**src/rtl/sfr_pkg.sv**
```systemverilog
// Shared constants and types of the serial flash read path
package sfr_pkg;

    // ------------------------------------------------------------------
    // Read opcodes
    // ------------------------------------------------------------------
    localparam logic [7:0] OP_NORMAL_READ = 8'h03;
    localparam logic [7:0] OP_FAST_READ = 8'h0b;
    localparam logic [7:0] OP_DUAL_IO_READ = 8'hbb;
    localparam logic [7:0] OP_QUAD_IO_READ = 8'heb;
    localparam logic [7:0] OP_UNIQUE_ID_READ = 8'h4b;
    localparam logic [7:0] OP_INFO_ROW_READ = 8'h68;

    // ------------------------------------------------------------------
    // Field widths
    // ------------------------------------------------------------------
    localparam int CMD_BITS = 8;
    localparam int ADDR_BITS = 24;
    localparam int DEC_ADDR_BITS = 21;
    localparam int DATA_BITS = 8;
    localparam int IO_LINES = 4;

    // ------------------------------------------------------------------
    // Dummy and mode timing, in serial clocks
    // ------------------------------------------------------------------
    localparam logic [3:0] DUMMY_FAST_DEFAULT = 4'h8;
    localparam logic [3:0] DUMMY_QPI_DEFAULT = 4'h6;
    localparam logic [3:0] DUMMY_DUAL_DEFAULT = 4'h4;
    localparam logic [3:0] MODE_CLOCKS_DUAL = 4'h4;
    localparam logic [3:0] SKIP_NIBBLE = 4'ha;

    // Host-side serial clock limits, in MHz
    localparam int NORMAL_READ_MAX_MHZ = 50;
    localparam int FAST_READ_MAX_MHZ = 133;

    // ------------------------------------------------------------------
    // Buffer shape and pin synchroniser reset, {csN, sck, io[3:0]}
    // ------------------------------------------------------------------
    localparam int FIFO_WIDTH = 8;
    localparam int FIFO_DEPTH = 16;
    localparam logic [5:0] PIN_RESET = 6'h20;

    // ------------------------------------------------------------------
    // Types
    // ------------------------------------------------------------------
    typedef logic [2:0] sfr_lanes_t;
    localparam sfr_lanes_t LANES_1 = 3'h1;
    localparam sfr_lanes_t LANES_2 = 3'h2;
    localparam sfr_lanes_t LANES_4 = 3'h4;

    typedef struct packed {
        logic dtrMode;
        logic quadEnable;
        logic resetPinSel;
        logic fourLineMode;
        logic writeInProgress;
        logic [3:0] fastDummy;
        logic [3:0] qpiDummy;
        logic [3:0] dualDummy;
    } sfr_cfg_t;

    typedef struct packed {
        logic valid;
        sfr_lanes_t addrLanes;
        logic [3:0] dummy;
        sfr_lanes_t dataLanes;
        logic modeBits;
    } sfr_phase_t;

    typedef enum logic [2:0] {
        ST_IDLE,
        ST_CMD,
        ST_ADDR,
        ST_DUMMY,
        ST_DATA,
        ST_IGNORE
    } sfr_state_t;

endpackage : sfr_pkg

```
**src/rtl/sfr_fifo.sv**
```systemverilog
// Flip-flop FIFO with valid/ready on both sides and a flush
`timescale 1ns/10ps
module sfr_fifo #(
    parameter int WIDTH = 8,
    parameter int DEPTH = 16
) (
    // Clock and reset
    input wire logic ref_clk,
    input wire logic resetn,
    input wire logic flush,
    // Fill side
    input wire logic inValid,
    input wire logic [WIDTH-1:0] inData,
    output logic inReady,
    // Drain side
    output logic outValid,
    output logic [WIDTH-1:0] outData,
    input wire logic outReady
);
    localparam int PTR_W = $clog2(DEPTH);
    localparam int CNT_W = $clog2(DEPTH + 1);

    logic [WIDTH-1:0] mem_reg [DEPTH];
    logic [PTR_W-1:0] wrPtr_reg;
    logic [PTR_W-1:0] rdPtr_reg;
    logic [CNT_W-1:0] count_reg;
    logic push;
    logic pop;

    assign inReady = (count_reg != CNT_W'(DEPTH));
    assign outValid = (count_reg != '0);
    assign outData = mem_reg[rdPtr_reg];
    assign push = inValid && inReady;
    assign pop = outValid && outReady;

    always_ff @(posedge ref_clk) begin
        if (push) begin
            mem_reg[wrPtr_reg] <= inData;
        end
    end

    always_ff @(posedge ref_clk or negedge resetn) begin
        if (!resetn) begin
            wrPtr_reg <= '0;
            rdPtr_reg <= '0;
            count_reg <= '0;
        end else if (flush) begin
            wrPtr_reg <= '0;
            rdPtr_reg <= '0;
            count_reg <= '0;
        end else begin
            if (push) begin
                wrPtr_reg <= (wrPtr_reg == PTR_W'(DEPTH - 1)) ? '0 : wrPtr_reg + PTR_W'(1);
            end
            if (pop) begin
                rdPtr_reg <= (rdPtr_reg == PTR_W'(DEPTH - 1)) ? '0 : rdPtr_reg + PTR_W'(1);
            end
            if (push && !pop) begin
                count_reg <= count_reg + CNT_W'(1);
            end else if (pop && !push) begin
                count_reg <= count_reg - CNT_W'(1);
            end
        end
    end
endmodule : sfr_fifo

```
**src/rtl/sfr_read_path.sv**
```systemverilog
// Serial flash read front end: command, address, dummy, data and pause
`timescale 1ns/10ps

// Contract
// Normal read only up to 50MHz
// 24 address bits, only A20-A0 used
// Single-line data MSB first, address increments
// Address wraps to zero past top
// Chip select high aborts, outputs released
// Reads ignored while write in progress
// Fast read: opcode, address, configurable dummy
// Sample on rising, launch on falling
// Four-line mode: 2 cmd, 6 addr clocks
// Quad, unique-ID, info-row reads share sequence
// Pause and resume while clock low
// Paused: outputs floated, inputs ignored
// No pause in DTR, quad or reset-pin
// Dual read address two bits, MSB IO1
// Dual data pairs, MSB on IO1
// Four clocks after address carry mode byte
// Upper nibble 1010 enters command skip
// Other nibble leaves skip, mode kept
// Dummy count includes mode clocks
// Host floats mode nibble, avoids contention
// Host holds select low whole read
// IO lines driven only in data phase
module sfr_read_path (
    // Clock and reset
    input wire logic ref_clk,
    input wire logic resetn,
    // Serial pins
    input wire logic csN,
    input wire logic sckIn,
    input wire logic [3:0] ioIn,
    output logic [3:0] ioOut,
    output logic [3:0] ioOeN,
    // Configuration and status
    input wire sfr_pkg::sfr_cfg_t cfg,
    output logic skipModeActive,
    // Memory array
    output logic memReq,
    output logic [20:0] memAddr,
    input wire logic [7:0] memData,
    input wire logic memAck
);
    import sfr_pkg::*;

    // ------------------------------------------------------------------
    // Helper functions
    // ------------------------------------------------------------------
    function automatic logic [23:0] shiftInBits(input logic [23:0] r, input logic [3:0] io,
                                                input sfr_lanes_t lanes);
        logic [23:0] res;
        res = {r[22:0], io[0]};
        unique case (lanes)
            LANES_2: res = {r[21:0], io[1], io[0]};
            LANES_4: res = {r[19:0], io[3:0]};
            default: res = {r[22:0], io[0]};
        endcase
        return res;
    endfunction : shiftInBits

    function automatic logic [4:0] phaseClocks(input logic [4:0] bits, input sfr_lanes_t lanes);
        logic [4:0] res;
        res = bits;
        unique case (lanes)
            LANES_2: res = bits >> 1;
            LANES_4: res = bits >> 2;
            default: res = bits;
        endcase
        return res;
    endfunction : phaseClocks

    function automatic logic [3:0] laneMask(input sfr_lanes_t lanes);
        logic [3:0] res;
        res = 4'h0;
        unique case (lanes)
            LANES_1: res = 4'h2;
            LANES_2: res = 4'h3;
            LANES_4: res = 4'hf;
            default: res = 4'h0;
        endcase
        return res;
    endfunction : laneMask

    function automatic logic [3:0] outBits(input logic [7:0] b, input sfr_lanes_t lanes);
        logic [3:0] res;
        res = 4'h0;
        unique case (lanes)
            LANES_1: res = {2'b00, b[7], 1'b0};
            LANES_2: res = {2'b00, b[7], b[6]};
            LANES_4: res = b[7:4];
            default: res = 4'h0;
        endcase
        return res;
    endfunction : outBits

    function automatic sfr_phase_t decodeOp(input logic [7:0] op, input sfr_cfg_t c);
        sfr_phase_t ph;
        ph = '0;
        if (c.fourLineMode) begin
            if (op == OP_FAST_READ || op == OP_QUAD_IO_READ ||
                op == OP_UNIQUE_ID_READ || op == OP_INFO_ROW_READ) begin
                ph.valid = 1'b1;
                ph.addrLanes = LANES_4;
                ph.dummy = c.qpiDummy;
                ph.dataLanes = LANES_4;
            end
        end else if (op == OP_NORMAL_READ) begin
            // Host keeps the serial clock within the normal read limit
            ph.valid = 1'b1;
            ph.addrLanes = LANES_1;
            ph.dummy = 4'h0;
            ph.dataLanes = LANES_1;
        end else if (op == OP_FAST_READ) begin
            ph.valid = 1'b1;
            ph.addrLanes = LANES_1;
            ph.dummy = c.fastDummy;
            ph.dataLanes = LANES_1;
        end else if (op == OP_DUAL_IO_READ) begin
            ph.valid = 1'b1;
            ph.addrLanes = LANES_2;
            ph.dummy = (c.dualDummy < MODE_CLOCKS_DUAL) ? MODE_CLOCKS_DUAL : c.dualDummy;
            ph.dataLanes = LANES_2;
            ph.modeBits = 1'b1;
        end
        return ph;
    endfunction : decodeOp

    // ------------------------------------------------------------------
    // Pin synchronisation and serial clock edges
    // ------------------------------------------------------------------
    logic [5:0] pinSync;
    logic csActive;
    logic sckS;
    logic sckD_reg;
    logic [3:0] ioS;
    logic holdS;
    logic paused_reg;
    logic sckRise;
    logic sckFall;

    sfr_sync #(
        .WIDTH(6),
        .RESET_VAL(PIN_RESET)
    ) u_pin_sync (
        .ref_clk(ref_clk),
        .resetn(resetn),
        .asyncIn({csN, sckIn, ioIn}),
        .syncOut(pinSync)
    );

    assign csActive = ~pinSync[5];
    assign sckS = pinSync[4];
    assign ioS = pinSync[3:0];
    assign holdS = pinSync[3];

    always_ff @(posedge ref_clk or negedge resetn) begin
        if (!resetn) begin
            sckD_reg <= 1'b0;
        end else begin
            sckD_reg <= sckS;
        end
    end

    // Edges are dropped while paused or deselected
    assign sckRise = sckS && !sckD_reg && csActive && !paused_reg;
    assign sckFall = !sckS && sckD_reg && csActive && !paused_reg;

    // ------------------------------------------------------------------
    // Pause control on the shared IO3 pin
    // ------------------------------------------------------------------
    logic holdAllowed;

    assign holdAllowed = !cfg.dtrMode && !cfg.quadEnable && !cfg.resetPinSel &&
                         !cfg.fourLineMode;

    always_ff @(posedge ref_clk or negedge resetn) begin
        if (!resetn) begin
            paused_reg <= 1'b0;
        end else if (!csActive || !holdAllowed) begin
            paused_reg <= 1'b0;
        end else if (!sckS) begin
            paused_reg <= !holdS;
        end
    end

    // ------------------------------------------------------------------
    // Sequence state machine
    // ------------------------------------------------------------------
    sfr_state_t state_reg;
    logic [4:0] cnt_reg;
    logic [23:0] shift_reg;
    logic [23:0] shiftNext;
    sfr_phase_t phase_reg;
    sfr_phase_t phaseNext;
    sfr_lanes_t lanes_reg;
    logic [7:0] modeByte_reg;
    logic [7:0] modeNext;
    logic skip_reg;
    logic lastClock;
    logic addrDone;

    assign shiftNext = shiftInBits(shift_reg, ioS, lanes_reg);
    assign phaseNext = decodeOp(shiftNext[7:0], cfg);
    assign modeNext = {modeByte_reg[5:0], ioS[1:0]};
    assign lastClock = (state_reg == ST_CMD) ?
        (cnt_reg == phaseClocks(5'(CMD_BITS), lanes_reg) - 5'h01) :
        (cnt_reg == phaseClocks(5'(ADDR_BITS), lanes_reg) - 5'h01);
    assign addrDone = sckRise && (state_reg == ST_ADDR) && lastClock;
    assign skipModeActive = skip_reg;

    always_ff @(posedge ref_clk or negedge resetn) begin
        if (!resetn) begin
            state_reg <= ST_IDLE;
            cnt_reg <= 5'h00;
            shift_reg <= 24'h000000;
            phase_reg <= '0;
            lanes_reg <= LANES_1;
            modeByte_reg <= 8'h00;
            skip_reg <= 1'b0;
        end else if (!csActive) begin
            state_reg <= ST_IDLE;
            cnt_reg <= 5'h00;
        end else begin
            unique case (state_reg)
                ST_IDLE: begin
                    cnt_reg <= 5'h00;
                    shift_reg <= 24'h000000;
                    if (skip_reg) begin
                        // Skip mode: straight to a dual address
                        phase_reg <= decodeOp(OP_DUAL_IO_READ, cfg);
                        lanes_reg <= LANES_2;
                        state_reg <= cfg.writeInProgress ? ST_IGNORE : ST_ADDR;
                    end else begin
                        lanes_reg <= cfg.fourLineMode ? LANES_4 : LANES_1;
                        state_reg <= ST_CMD;
                    end
                end
                ST_CMD: begin
                    if (sckRise) begin
                        shift_reg <= shiftNext;
                        cnt_reg <= cnt_reg + 5'h01;
                        if (lastClock) begin
                            cnt_reg <= 5'h00;
                            shift_reg <= 24'h000000;
                            phase_reg <= phaseNext;
                            lanes_reg <= phaseNext.addrLanes;
                            if (phaseNext.valid && !cfg.writeInProgress) begin
                                state_reg <= ST_ADDR;
                            end else begin
                                state_reg <= ST_IGNORE;
                            end
                        end
                    end
                end
                ST_ADDR: begin
                    if (sckRise) begin
                        shift_reg <= shiftNext;
                        cnt_reg <= cnt_reg + 5'h01;
                        if (lastClock) begin
                            cnt_reg <= 5'h00;
                            modeByte_reg <= 8'h00;
                            state_reg <= (phase_reg.dummy == 4'h0) ? ST_DATA : ST_DUMMY;
                        end
                    end
                end
                ST_DUMMY: begin
                    if (sckRise) begin
                        cnt_reg <= cnt_reg + 5'h01;
                        if (phase_reg.modeBits && cnt_reg < {1'b0, MODE_CLOCKS_DUAL}) begin
                            modeByte_reg <= modeNext;
                            if (cnt_reg == {1'b0, MODE_CLOCKS_DUAL} - 5'h01) begin
                                skip_reg <= (modeNext[7:4] == SKIP_NIBBLE);
                            end
                        end
                        if (cnt_reg + 5'h01 == {1'b0, phase_reg.dummy}) begin
                            state_reg <= ST_DATA;
                        end
                    end
                end
                ST_DATA: begin
                    state_reg <= ST_DATA;
                end
                ST_IGNORE: begin
                    state_reg <= ST_IGNORE;
                end
            endcase
        end
    end

    // ------------------------------------------------------------------
    // Array prefetch into the byte buffer
    // ------------------------------------------------------------------
    logic fetchEn_reg;
    logic pending_reg;
    logic [20:0] fetchAddr_reg;
    logic issue;
    logic fifoInReady;
    logic fifoOutValid;
    logic [7:0] fifoOutData;
    logic fifoPop;

    assign issue = fetchEn_reg && !pending_reg && fifoInReady && csActive;

    always_ff @(posedge ref_clk or negedge resetn) begin
        if (!resetn) begin
            fetchEn_reg <= 1'b0;
            fetchAddr_reg <= 21'h000000;
        end else if (addrDone) begin
            fetchEn_reg <= 1'b1;
            fetchAddr_reg <= shiftNext[DEC_ADDR_BITS-1:0];
        end else if (!csActive) begin
            fetchEn_reg <= 1'b0;
        end else if (issue) begin
            fetchAddr_reg <= fetchAddr_reg + 21'h000001;
        end
    end

    always_ff @(posedge ref_clk or negedge resetn) begin
        if (!resetn) begin
            pending_reg <= 1'b0;
            memReq <= 1'b0;
            memAddr <= 21'h000000;
        end else begin
            memReq <= issue;
            if (issue) begin
                memAddr <= fetchAddr_reg;
                pending_reg <= 1'b1;
            end else if (memAck) begin
                pending_reg <= 1'b0;
            end
        end
    end

    sfr_fifo #(
        .WIDTH(FIFO_WIDTH),
        .DEPTH(FIFO_DEPTH)
    ) u_fifo (
        .ref_clk(ref_clk),
        .resetn(resetn),
        .flush(!csActive),
        .inValid(memAck && fetchEn_reg),
        .inData(memData),
        .inReady(fifoInReady),
        .outValid(fifoOutValid),
        .outData(fifoOutData),
        .outReady(fifoPop)
    );

    // ------------------------------------------------------------------
    // Data launch on falling serial clock edges
    // ------------------------------------------------------------------
    logic [7:0] dataShift_reg;
    logic [3:0] bitsLeft_reg;
    logic started_reg;
    logic [7:0] loadByte;
    logic dataFall;

    assign dataFall = sckFall && (state_reg == ST_DATA);
    assign fifoPop = dataFall && (bitsLeft_reg == 4'h0) && fifoOutValid;
    assign loadByte = fifoOutValid ? fifoOutData : 8'h00;

    always_ff @(posedge ref_clk or negedge resetn) begin
        if (!resetn) begin
            ioOut <= 4'h0;
            ioOeN <= 4'hf;
            dataShift_reg <= 8'h00;
            bitsLeft_reg <= 4'h0;
            started_reg <= 1'b0;
        end else if (!csActive || state_reg != ST_DATA) begin
            ioOut <= 4'h0;
            ioOeN <= 4'hf;
            bitsLeft_reg <= 4'h0;
            started_reg <= 1'b0;
        end else begin
            if (dataFall) begin
                started_reg <= 1'b1;
                if (bitsLeft_reg == 4'h0) begin
                    ioOut <= outBits(loadByte, phase_reg.dataLanes);
                    dataShift_reg <= loadByte << phase_reg.dataLanes;
                    bitsLeft_reg <= 4'(DATA_BITS) - {1'b0, phase_reg.dataLanes};
                end else begin
                    ioOut <= outBits(dataShift_reg, phase_reg.dataLanes);
                    dataShift_reg <= dataShift_reg << phase_reg.dataLanes;
                    bitsLeft_reg <= bitsLeft_reg - {1'b0, phase_reg.dataLanes};
                end
            end
            // Float while paused, drive only once data has launched
            ioOeN <= (paused_reg || !(started_reg || dataFall)) ? 4'hf :
                     ~laneMask(phase_reg.dataLanes);
        end
    end
endmodule : sfr_read_path

```
**src/rtl/sfr_sync.sv**
```systemverilog
// Two-flop synchroniser for asynchronous pin inputs
`timescale 1ns/10ps
module sfr_sync #(
    parameter int WIDTH = 1,
    parameter logic [WIDTH-1:0] RESET_VAL = '0
) (
    // Clock and reset
    input wire logic ref_clk,
    input wire logic resetn,
    // Data
    input wire logic [WIDTH-1:0] asyncIn,
    output logic [WIDTH-1:0] syncOut
);
    logic [WIDTH-1:0] stage1_reg;

    always_ff @(posedge ref_clk or negedge resetn) begin
        if (!resetn) begin
            stage1_reg <= RESET_VAL;
            syncOut <= RESET_VAL;
        end else begin
            stage1_reg <= asyncIn;
            syncOut <= stage1_reg;
        end
    end
endmodule : sfr_sync

```
**config.mk**
```make
export PLATFORM = sky130hd
export DESIGN_NAME = sfr_read_path
export DESIGN_NICKNAME = d
export VERILOG_FILES = /design/src/rtl/sfr_pkg.sv /design/src/rtl/sfr_fifo.sv /design/src/rtl/sfr_read_path.sv /design/src/rtl/sfr_sync.sv
export SDC_FILE = /design/constraint.sdc
export NUM_CORES = 1
export LEC_CHECK = 0
export BUFFER_PORTS_ARGS = -buffer_cell sky130_fd_sc_hd__buf_2
export CORE_MARGIN = 3
export CORE_UTILIZATION = 59
export CTS_CLUSTER_DIAMETER = 120
export DETAILED_ROUTE_END_ITERATION = 7
export PLACE_DENSITY = 0.83
export RECOVER_POWER = 100
export SLEW_MARGIN = 20
export SYNTH_ARGS = -nofsm -noshare
export SYNTH_HDL_FRONTEND = slang
export SYNTH_SLANG_ARGS = --single-unit
```
**constraint.sdc**
```tcl
create_clock -name ref_clk -period 5.1 [get_ports ref_clk]
set_input_delay 1.02 -clock ref_clk [delete_from_list [all_inputs] [get_ports ref_clk]]
set_output_delay 1.02 -clock ref_clk [all_outputs]
set_load 0.005 [all_outputs]
```
Word-level counts from Yosys, hierarchy flattened
Memory sizes are Yosys's and may differ from the RTL's.
Index checks and enable logic that the tools add are counted.
Widths: inputs -> output; s select.
{ "totals": {"ff_bits": 139, "mem_bits_rw": 128, "inputBits": 34, "output_inout_bits": 31, "mem_count": 1} }
{ "classes": {"addsub": 10, "n_lt_le_gt_ge": 2, "n_eq_ne": 41, "shifts": 2, "mux": 85, "bitwise": 3, "reduce_logical": 70} }
{ "mem_list": {"columns": ["name", "depth", "word_bits", "rd", "rd_clocked_by_memory_dff", "write_ports", "line_no", "source"], "rows": [
  ["u_fifo.mem_reg", 16, 8, 1, 0, 1, "sfr_fifo.sv:23", "logic [WIDTH-1:0] mem_reg [DEPTH];"]
]} }
{ "ops": {"columns": ["operator", "n"], "rows": [
  ["$mux 4", 16],
  ["$mux 21", 3],
  ["$mux 20", 3],
  ["$pmux 20 s3", 1],
  ["$mux 8", 6],
  ["$mux 3", 15],
  ["$mux 11", 4],
  ["$pmux 21 s2", 1],
  ["$pmux 4 s3", 3],
  ["$mux 5", 7],
  ["$logic_and 1x1->1", 24],
  ["$mux 6", 4],
  ["$add 21x1->21 const B", 1],
  ["$ne 2x2->1 const B", 9],
  ["$ne 3x2->1 const B", 6],
  ["$pmux 3 s6", 1],
  ["$eq 8x7->1 const B", 2],
  ["$eq 8x8->1 const B", 2],
  ["$pmux 8 s2", 1],
  ["$reduce_bool 2->1", 8],
  ["$shl 8x3->8", 2],
  ["$pmux 5 s3", 1],
  ["$sub 5x1->5 const B", 3],
  ["$logic_not 1->1", 14],
  ["38 further kinds", 76]
]} }

Longest topological paths before layout
Gate-level depths: netlist of the first run.
{ "depth": {"word_depth": 14, "ltp_mapped": 14, "ltp_nobuf": 12} }

By module
From an unflattened synthesis of the first run, not the netlist that was laid out.
{ "unflattened": {"hier_cells": 1120, "area_unflattened_um2": 12558.3} }
{ "by_module_without_submodules": {"columns": ["mod", "n_inst", "cells_per_inst", "area_each_um2"], "rows": [
  ["sfr_read_path", 1, 753, 6328.6],
  ["sfr_fifo", 1, 355, 5926.9],
  ["sfr_sync", 1, 12, 302.8]
]} }

Worst setup path after synthesis of the first run
No wires, ideal clock.
{ "synth_path": {"path_type": "register -> register", "startpoint": "register lanes_reg[2]", "endpoint": "register cnt_reg[4]", "arrival_ns": 3.538, "required_time_ns": 4.978, "path_slack_ns": 1.440, "path_stages_with_launch": 14, "path_buffers": 2, "cell_sequence": "dfrtp_1 -> buf_6 -> and2b_4 -> nor2b_1 -> clkbuf_1 -> inv_1 -> ha_1 -> or3b_2 -> a211oi_1 -> xnor2_1 -> nand3_1 -> maj3_1 -> a31o_2 -> a32o_1"} }
{ "synth_via": {"elab_chain_cells": 9, "word_cells_on_any_way": 13} }
{ "synth_lines": {"columns": ["item", "line_no", "source"], "rows": [
  ["from (decl)", "sfr_read_path.sv:197", "sfr_lanes_t lanes_reg;"],
  ["from (signal assigned)", "sfr_read_path.sv:236", "lanes_reg <= cfg.fourLineMode ? LANES_4 : LANES_1;"],
  ["from (signal assigned)", "sfr_read_path.sv:248", "lanes_reg <= phaseNext.addrLanes;"],
  ["$eq 3x3->1 or $eq 3x2->1 (tied branches)", "sfr_read_path.sv:66", "unique case (lanes)"],
  ["$pmux 5 s2 or $pmux 4 s2 (tied branches)", "sfr_read_path.sv:66", null],
  ["$sub 5x1->5, on equally long branches", "sfr_read_path.sv:209, sfr_read_path.sv:208", null],
  ["$eq 5x5->1, on equally long branches", "sfr_read_path.sv:209, sfr_read_path.sv:208", null],
  ["$mux 1 (*)", "sfr_read_path.sv:207", "assign lastClock = (state_reg == ST_CMD) ?"],
  ["$mux 5 (*)", "sfr_read_path.sv:244, sfr_read_path.sv:261", null],
  ["$mux 5 (*)", "sfr_read_path.sv:258", "if (sckRise) begin"],
  ["$pmux 5 s3 (*)", "sfr_read_path.sv:226", "unique case (state_reg)"],
  ["$mux 5 (*)", "sfr_read_path.sv:222", "end else if (!csActive) begin"],
  ["to (signal assigned)", "sfr_read_path.sv:243", "cnt_reg <= cnt_reg + 5'h01;"],
  ["to (signal assigned)", "sfr_read_path.sv:260", "cnt_reg <= cnt_reg + 5'h01;"],
  ["to (signal assigned)", "sfr_read_path.sv:270", "cnt_reg <= cnt_reg + 5'h01;"],
  ["to (decl)", "sfr_read_path.sv:192", "logic [4:0] cnt_reg;"]
]} }
Mark *: on every way between the ends. The rest lies on a longest branch, timed or not. The select of a mux whose other input is x is not followed.
A chain may end at the register's enable or synchronous reset.

Worst setup path after layout of the first run
{ "layout_path": {"startpoint": "register lanes_reg[2]", "endpoint": "register lanes_reg[1]"} }
{ "layout_via": {"elab_chain_cells": 10, "word_cells_on_any_way": 22} }
{ "layout_lines": {"columns": ["item"], "rows": [
  ["parallel branches: the longest is 10 deep, another holds $sub 5x1->5"]
]} }
Several ways; the timed one is not identified. The select of a mux whose other input is x is not followed.

==> metrics.md, run 1 <==
| Metric | Value |
|---|---|
| Worst EP required | 5.52 ns |
| Final setup violation count | 0 |
| Root Buffer | clkbuf_16 |
| Setup crit start kind | flip-flop |
| Unrepaired setup endpoints after global routing | false |
| Final core utilization | 0.676 |
| Drt wl/cell | 20.3 microns |
| Largest register FFs | 128 |
| RR Startpoint | lanes_reg[2] |
| CP cell instances | and2b_4 > nor2b_1 > clkbuf_1 > inv_1 > ha_1 > or3b_2 > a211oi_1 > xnor2_1 > nand4_1 > a211oi_1 > mux2_2 |
| CTS buffer count | 27 |
| Global-route wire length before repair | 46400 microns |
| CTS Buffer Depth | 3 |
| Max FO, Critical Path | 15 |
| Cell Int Power | 3.61 mW |
| Die Footprint | 23100 sq um |
| Hold Fails Final Rpt | 0 |
| Drt first pass iters | 5 |
| TritonCTS clock tree | built |
| Ys async rst share | 0.517 |
| Min Clock Period, post-route | 4.22 ns |
| Cell Rows | 52 |
| Die Y | 152 microns |
| Ys flop type | dfrtp_1 |
| DRC viols | 0 |
| Cell Pwr Density | 354 nW/um^2 |
| Final net count | 1182 |
| Finished Cell Area | 13900 sq um |
| Cell mode on critical path | a211oi_1 |
| Clk sinks | 265 |
| Vias in the first global route | 8603 |
| Sw power | 1.31 mW |
| Post-synth EDFFs | 128 |
| R2R depth | 11 |
| Hold Crit Depth | 0 |
| Share of the synthesized area in the top cell type | 0.306 |
| Arr. time, crit path | 4.64 ns |
| Post-Synthesis Net Count | 1129 |
| Dpl ws | 1.30 ns |
| Synth area leader | edfxtp_1 |
| Grt ovf | 0 |
| Setup ws final | 0.884 ns |
| #FFs+latches synth | 265 |
| Worst-skew pair later-pin latency | 0.55 ns |
| Hold buffer count at CTS | 0 |
| Cts repair resizes | 0 |
| Clk_skew | 0.0167 ns |
| RR Endpoint | lanes_reg[1] |
| Leakage | 5.38 nW |
| Sequential share of the synthesized area | 0.579 |
| Met3 usage | 0.0617 |
| Vias/cell | 6.28 |
| Failing checks | capacitance limit, slew limit |
| Switching share of power | 0.266 |
| Initial DRC Count | 864 |
| Antenna cell count | 0 |
| Share of post-route cells with drive strength above 1 | 0.131 |
| IO Port Bufs | 64 |
| Clk slew on worst S/H paths | 0.06 ns |
| Seq pwr share | 0.487 |
| Crit. Startpoint | lanes_reg[2] |
| Status | finished, violations left |
| Warnings from Yosys | 0 |
| H-tree levels | 1 |
| DP HPWL | 18700 microns |
| Critical path class | flip-flop to flip-flop |
| Critical Path End | lanes_reg[1] |
| VDD IR max | 0.000266 V |
| Synth cell types | 82 |
| Max-slew violation count | 110 |
| Slowest CP cell | a211oi_1 |
| Global route hottest layer | met2 |
| CP Capture Type | flip-flop |
| Slew HR | -0.657 |
| Grt met1 use | 0.350 |
| Comb pwr share | 0.123 |
| Number of post-CTS setup repair buffers | 0 |
| Initial antenna violation count | 0 |
| Tightest Pin Transition | 2.49 ns |
| Area after DPL | 13100 sq um |
| Most common cell after layout, fill and taps aside | nand2_1 |
| Synthesized area per cell | 11.7 sq um |
| Dominant cells by area after synthesis | edfxtp_1 31%, dfrtp_1 26%, nand2_1 4.7% |
| Max-Cap Viols | 2 |
| Setup slack, reg-to-reg | 0.88 ns |
| Total Wirelength | 28800 microns |
| Clock power frac | 0.390 |
| Area delta synth->final | 10.6% |
| All-Layer GR Usage | 0.245 |
| Routability Congestion | 0.922 |
| F_max | 237 MHz |
| Number of top-level pins | 65 |
| Synth Instances | 1077 |
| Post-Syn Area | 12600 sq um |
| FILL cells | 1479 |
| Initial Utilization | 0.611 |
| Largest net degree at the start of global routing | 102 |
| Crit-path max cell delay | 0.54 ns |
| Met2 Usage GRT | 0.380 |
| Most frequent cells in the layout | 158 x nand2_1, 130 x dfrtp_1, 128 x edfxtp_1, 74 x nor2_1, 52 x mux2i_1 |
| DRT antenna net count | 0 |
| Die X | 152 microns |
| HP Class | flip-flop to flip-flop |
| Fin crit share | 0.827 |
| Core Area | 20600 sq um |
| Final setup TNS | 0 ns |
| Via count | 8917 |
[stage by stage]
step,total power [mW],hold WS [ns],std cells
after floorplan,2.86,0.331,1077
after global placement,3.01,0.333,1371
after detailed placement,3.03,0.337,1371
after CTS,4.93,0.347,1421
after global routing,5.10,0.344,1421
final,4.92,0.338,1421
[cell families after synthesis]
family | share of synthesized area
adder cells (fa/ha/maj) | 0.0199
XOR/XNOR | 0.0251
AND/OR/NAND/NOR | 0.147
AO/OA/AOI/OAI | 0.116
buffers and inverters | 0.0280
multiplexers | 0.0850
flip-flops | 0.579
[power groups by stage]
stage	Sequential, mW	Combinational, mW	Clock [mW]
2_1_floorplan	2.36	0.494	0
3_3_place_gp	2.43	0.583	0
3_5_place_dp	2.43	0.597	0
4_1_cts	2.39	0.600	1.94
5_1_grt	2.40	0.664	2.03
6_report	2.39	0.605	1.92
[how the worst min path moves through the flow]
stage / startpoint / endpoint / slack [ns]
3_5_place_dp: u_pin_sync.stage1_reg[4] / u_pin_sync.syncOut[4] / 0.34
6_report: u_pin_sync.stage1_reg[3] / u_pin_sync.syncOut[3] / 0.34
4_1_cts: u_pin_sync.stage1_reg[3] / u_pin_sync.syncOut[3] / 0.35
2_1_floorplan: u_pin_sync.stage1_reg[0] / u_pin_sync.syncOut[0] / 0.33
5_1_grt: u_pin_sync.stage1_reg[3] / u_pin_sync.syncOut[3] / 0.34
3_3_place_gp: u_pin_sync.stage1_reg[3] / u_pin_sync.syncOut[3] / 0.33
[synthesized netlist by cell type (7+ instances only)]
cell type  count
edfxtp_1     128
a21o_1         8
a211oi_1       8
mux2i_1       52
xor2_1        19
a21oi_1       47
a22oi_1       31
and2_1        22
o21ai_0       48
nand2_1      158
xnor2_1       17
ha_1          16
dfrtp_1      131
o211ai_1       7
nor2_1        75
nor4_1        11
mux4_2        19
nor3_1        20
nand3_1       22
inv_1         26
buf_2         14
o31ai_1        7
nand4_1       15
nand2b_1       8
clkbuf_1      31
a22o_1         9
[critical path: cells and delay by family, from the launching register on]
| kind | cells | cell delay [ns] |
|---|---|---|
| AO/OA/AOI/OAI | 2 | 0.82 |
| AND/OR/NAND/NOR | 4 | 1.21 |
| adder cells (fa/ha/maj) | 1 | 0.38 |
| flip-flops | 1 | 0.51 |
| multiplexers | 1 | 0.38 |
| buffers and inverters | 2 | 0.63 |
| XOR/XNOR | 1 | 0.17 |
[metal layers]
metal	part of all wire	routed length, microns
met2	0.47	13500
met4	0.020	577
met1	0.42	12100
met5	0	0
met3	0.091	2630
[cell type report]
class,count,area [sq um],share of cell area
Sequential cell,265,7280,0.524
Multi-Input combinational cell,731,4930,0.355
Clock buffer,34,712,0.0512
Timing Repair Buffer,76,375,0.0270
Tap cell,270,338,0.0243
Clock inverter,16,153,0.0110
Inverter,29,109,0.00783
(Power assumes the default switching activity.)
==> run 2: changes to the inputs <==
- clock period: 5.1 -> 4.1 ns (I/O delays scaled with it)
==> run 2 against run 1 <==
  * The run still ends with capacitance limit, slew limit left
  * Maximum frequency rose by 14%
  * Utilization barely moved
  * Critical endpoint is now phase_reg[4]
  * Largest power group unchanged
  * Worst hold slack improved by 0.014 ns
  * Critical path depth up 2
  * Critical path type unchanged
  * Flip-flop and latch count is the same
  * Total power increased by 22%
==> metrics.md, run 2 (synthesis gave the netlist of run 1 again) <==
| Metric | Value |
|---|---|
| Cell Rows | 52 (unchanged) |
| Share of post-route cells with drive strength above 1 | 0.132 (was 0.131) |
| R2R depth | 13 (was 11) |
| IO Port Bufs | 64 (unchanged) |
| Arr. time, crit path | 4.13 ns (was 4.64 ns) |
| CTS buffer count | 27 (unchanged) |
| HP Class | flip-flop to flip-flop (unchanged) |
| Initial antenna violation count | 0 (unchanged) |
| Setup ws final | 0.407 ns (was 0.884 ns) |
| CP cell instances | and2b_4 > nor2b_1 > inv_1 > ha_1 > buf_4 > nor2_1 > a32o_1 > nand4_2 > or3_1 > nor4_1 > buf_4 > o2bb2a_1 > a31oi_1 (was and2b_4 > nor2b_1 > clkbuf_1 > inv_1 > ha_1 > or3b_2 > a211oi_1 > xnor2_1 > nand4_1 > a211oi_1 > mux2_2) |
| Antenna cell count | 0 (unchanged) |
| Tightest Pin Transition | 2.16 ns (was 2.49 ns) |
| Post-Layout Cell Count | 1428 (was 1421) |
| Via count | 8877 (was 8917) |
| Hold Fails Final Rpt | 0 (unchanged) |
| Initial DRC Count | 772 (was 864) |
| Most common cell after layout, fill and taps aside | nand2_1 (unchanged) |
| Final net count | 1189 (was 1182) |
| Drt first pass iters | 5 (unchanged) |
| Max-slew violation count | 116 (was 110) |
| Crit-path max cell delay | 0.52 ns (was 0.54 ns) |
| Cell Pwr Density | 431 nW/um^2 (was 354 nW/um^2) |
| Most frequent cells in the layout | 158 x nand2_1, 130 x dfrtp_1, 128 x edfxtp_1, 75 x nor2_1, 52 x mux2i_1 (was 158 x nand2_1, 130 x dfrtp_1, 128 x edfxtp_1, 74 x nor2_1, 52 x mux2i_1) |
| Initial Utilization | 0.611 (unchanged) |
| Dpl ws | 0.605 ns (was 1.30 ns) |
| Unrepaired setup endpoints after global routing | false (unchanged) |
| F_max | 271 MHz (was 237 MHz) |
| Vias/cell | 6.22 (was 6.28) |
| Hold buffer count at CTS | 0 (unchanged) |
| Area after DPL | 13100 sq um (about the same) |
| Finished Cell Area | 13900 sq um (about the same) |
| Drt wl/cell | 20.1 microns (was 20.3 microns) |
| VDD IR max | 0.000306 V (was 0.000266 V) |
| Cell mode on critical path | buf_4 (was a211oi_1) |
| Slowest CP cell | dfrtp_1 (was a211oi_1) |
| Clk slew on worst S/H paths | 0.06 ns (about the same) |
| RR Startpoint | lanes_reg[2] (unchanged) |
| RR Endpoint | phase_reg[4] (was lanes_reg[1]) |
| Die Footprint | 23100 sq um (unchanged) |
| DP HPWL | 19200 microns (was 18700 microns) |
| Fin crit share | 0.901 (was 0.827) |
| DRT antenna net count | 0 (unchanged) |
| Critical path class | flip-flop to flip-flop (unchanged) |
| Routability Congestion | 0.910 (was 0.922) |
| Levels on crit path | 13 (was 11) |
| Global-route wire length before repair | 46400 microns (about the same) |
| Number of post-CTS setup repair buffers | 0 (unchanged) |
| DRC viols | 0 (unchanged) |
| Clk sinks | 265 (unchanged) |
| All-Layer GR Usage | 0.243 (was 0.245) |
| Setup crit start kind | flip-flop (unchanged) |
| Min Clock Period, post-route | 3.69 ns (was 4.22 ns) |
| Critical Path End | phase_reg[4] (was lanes_reg[1]) |
| Max-Cap Viols | 2 (unchanged) |
| Setup slack, reg-to-reg | 0.41 ns (was 0.88 ns) |
| Final setup TNS | 0 ns (unchanged) |
| Worst hold slack | 0.353 ns (was 0.338 ns) |
| Die X | 152 microns (unchanged) |
| Cts repair resizes | 0 (unchanged) |
| Max FO, Critical Path | 42 (was 15) |
| Largest net degree at the start of global routing | 86 (was 102) |
| H-tree levels | 1 (unchanged) |
| CP delay by family, top | simple AND/OR/NAND/NOR gates (unchanged) |
| Grt ovf | 0 (unchanged) |
| Core Area | 20600 sq um (unchanged) |
| Leakage | 5.39 nW (was 5.38 nW) |
| Worst-skew pair later-pin latency | 0.54 ns (was 0.55 ns) |
| Total Wirelength | 28700 microns (was 28800 microns) |
| Vias in the first global route | 8740 (was 8603) |
| Failing checks | capacitance limit, slew limit (unchanged) |
| Crit. Startpoint | lanes_reg[2] (unchanged) |
| Die Y | 152 microns (unchanged) |
| Clk_skew | 0.0114 ns (was 0.0167 ns) |
| CP Buf/Inv Count | 3 (was 2) |
| Slew HR | -0.442 (was -0.657) |
| TritonCTS clock tree | built (unchanged) |
| Number of top-level pins | 65 (unchanged) |
| Worst EP required | 4.54 ns (was 5.52 ns) |
| Final setup violation count | 0 (unchanged) |
| Root Buffer | clkbuf_16 (unchanged) |
| Largest register FFs | 128 (unchanged) |
| CTS Buffer Depth | 3 (unchanged) |
| Area delta synth->final | 10.6% (about the same) |
| Status | finished, violations left (unchanged) |
| Dpl cells | 1378 (was 1371) |
| CP Capture Type | flip-flop (unchanged) |
-- run 2: cell count changes in the layout (fill, tap and decap cells not counted), sizes merged --
cell	before	now
clkinvlp	4	3
bufinv	2	0
inv	28	27
buf	51	55
clkbuf	59	66
-- run 2: report_power, final --
group	total, mW	internal [mW]	switching [mW]
Clock	2.25	1.27	0.985
Sequential	2.97	2.86	0.115
Combinational	0.765	0.271	0.494
Total	5.99	4.40	1.59
-- run 2: worst min path at each step --
stage	cells past startpoint	end	from	slack, ns
2_1_floorplan	0	u_pin_sync.syncOut[0]	u_pin_sync.stage1_reg[0]	0.33
3_3_place_gp	0	u_pin_sync.syncOut[3]	u_pin_sync.stage1_reg[3]	0.33
3_5_place_dp	0	u_pin_sync.syncOut[2]	u_pin_sync.stage1_reg[2]	0.34
4_1_cts	0	u_pin_sync.syncOut[3]	u_pin_sync.stage1_reg[3]	0.35
5_1_grt	0	u_pin_sync.syncOut[3]	u_pin_sync.stage1_reg[3]	0.34
6_report	0	u_pin_sync.syncOut[0]	u_pin_sync.stage1_reg[0]	0.35
-- run 2: layer usage --
layer / global-route usage / vias up / share of wire
li1: - / 4081 / -
met1: 0.342 / 4402 / 0.42
met5: 0 / - / 0
met2: 0.401 / 349 / 0.49
met4: 0.0595 / 0 / 0.020
met3: 0.0427 / 45 / 0.075
-- run 2: final cells by class --
type | instances | area [sq um]
multi-input combinational | 731 | 4930
tap | 270 | 338
inverter | 29 | 109
timing repair buffer | 83 | 425
sequential | 265 | 7280
fill | 1500 | 6660
clock buffer | 38 | 747
clock inverter | 12 | 67.6
-- run 2: stage by stage --
step | util | total power, mW
floorplan | - | 3.56
global placement | 0.639 | 3.75
detailed placement | 0.639 | 3.78
CTS | 0.679 | 6.02
global route | 0.676 | 6.23
finish | 0.676 | 5.99
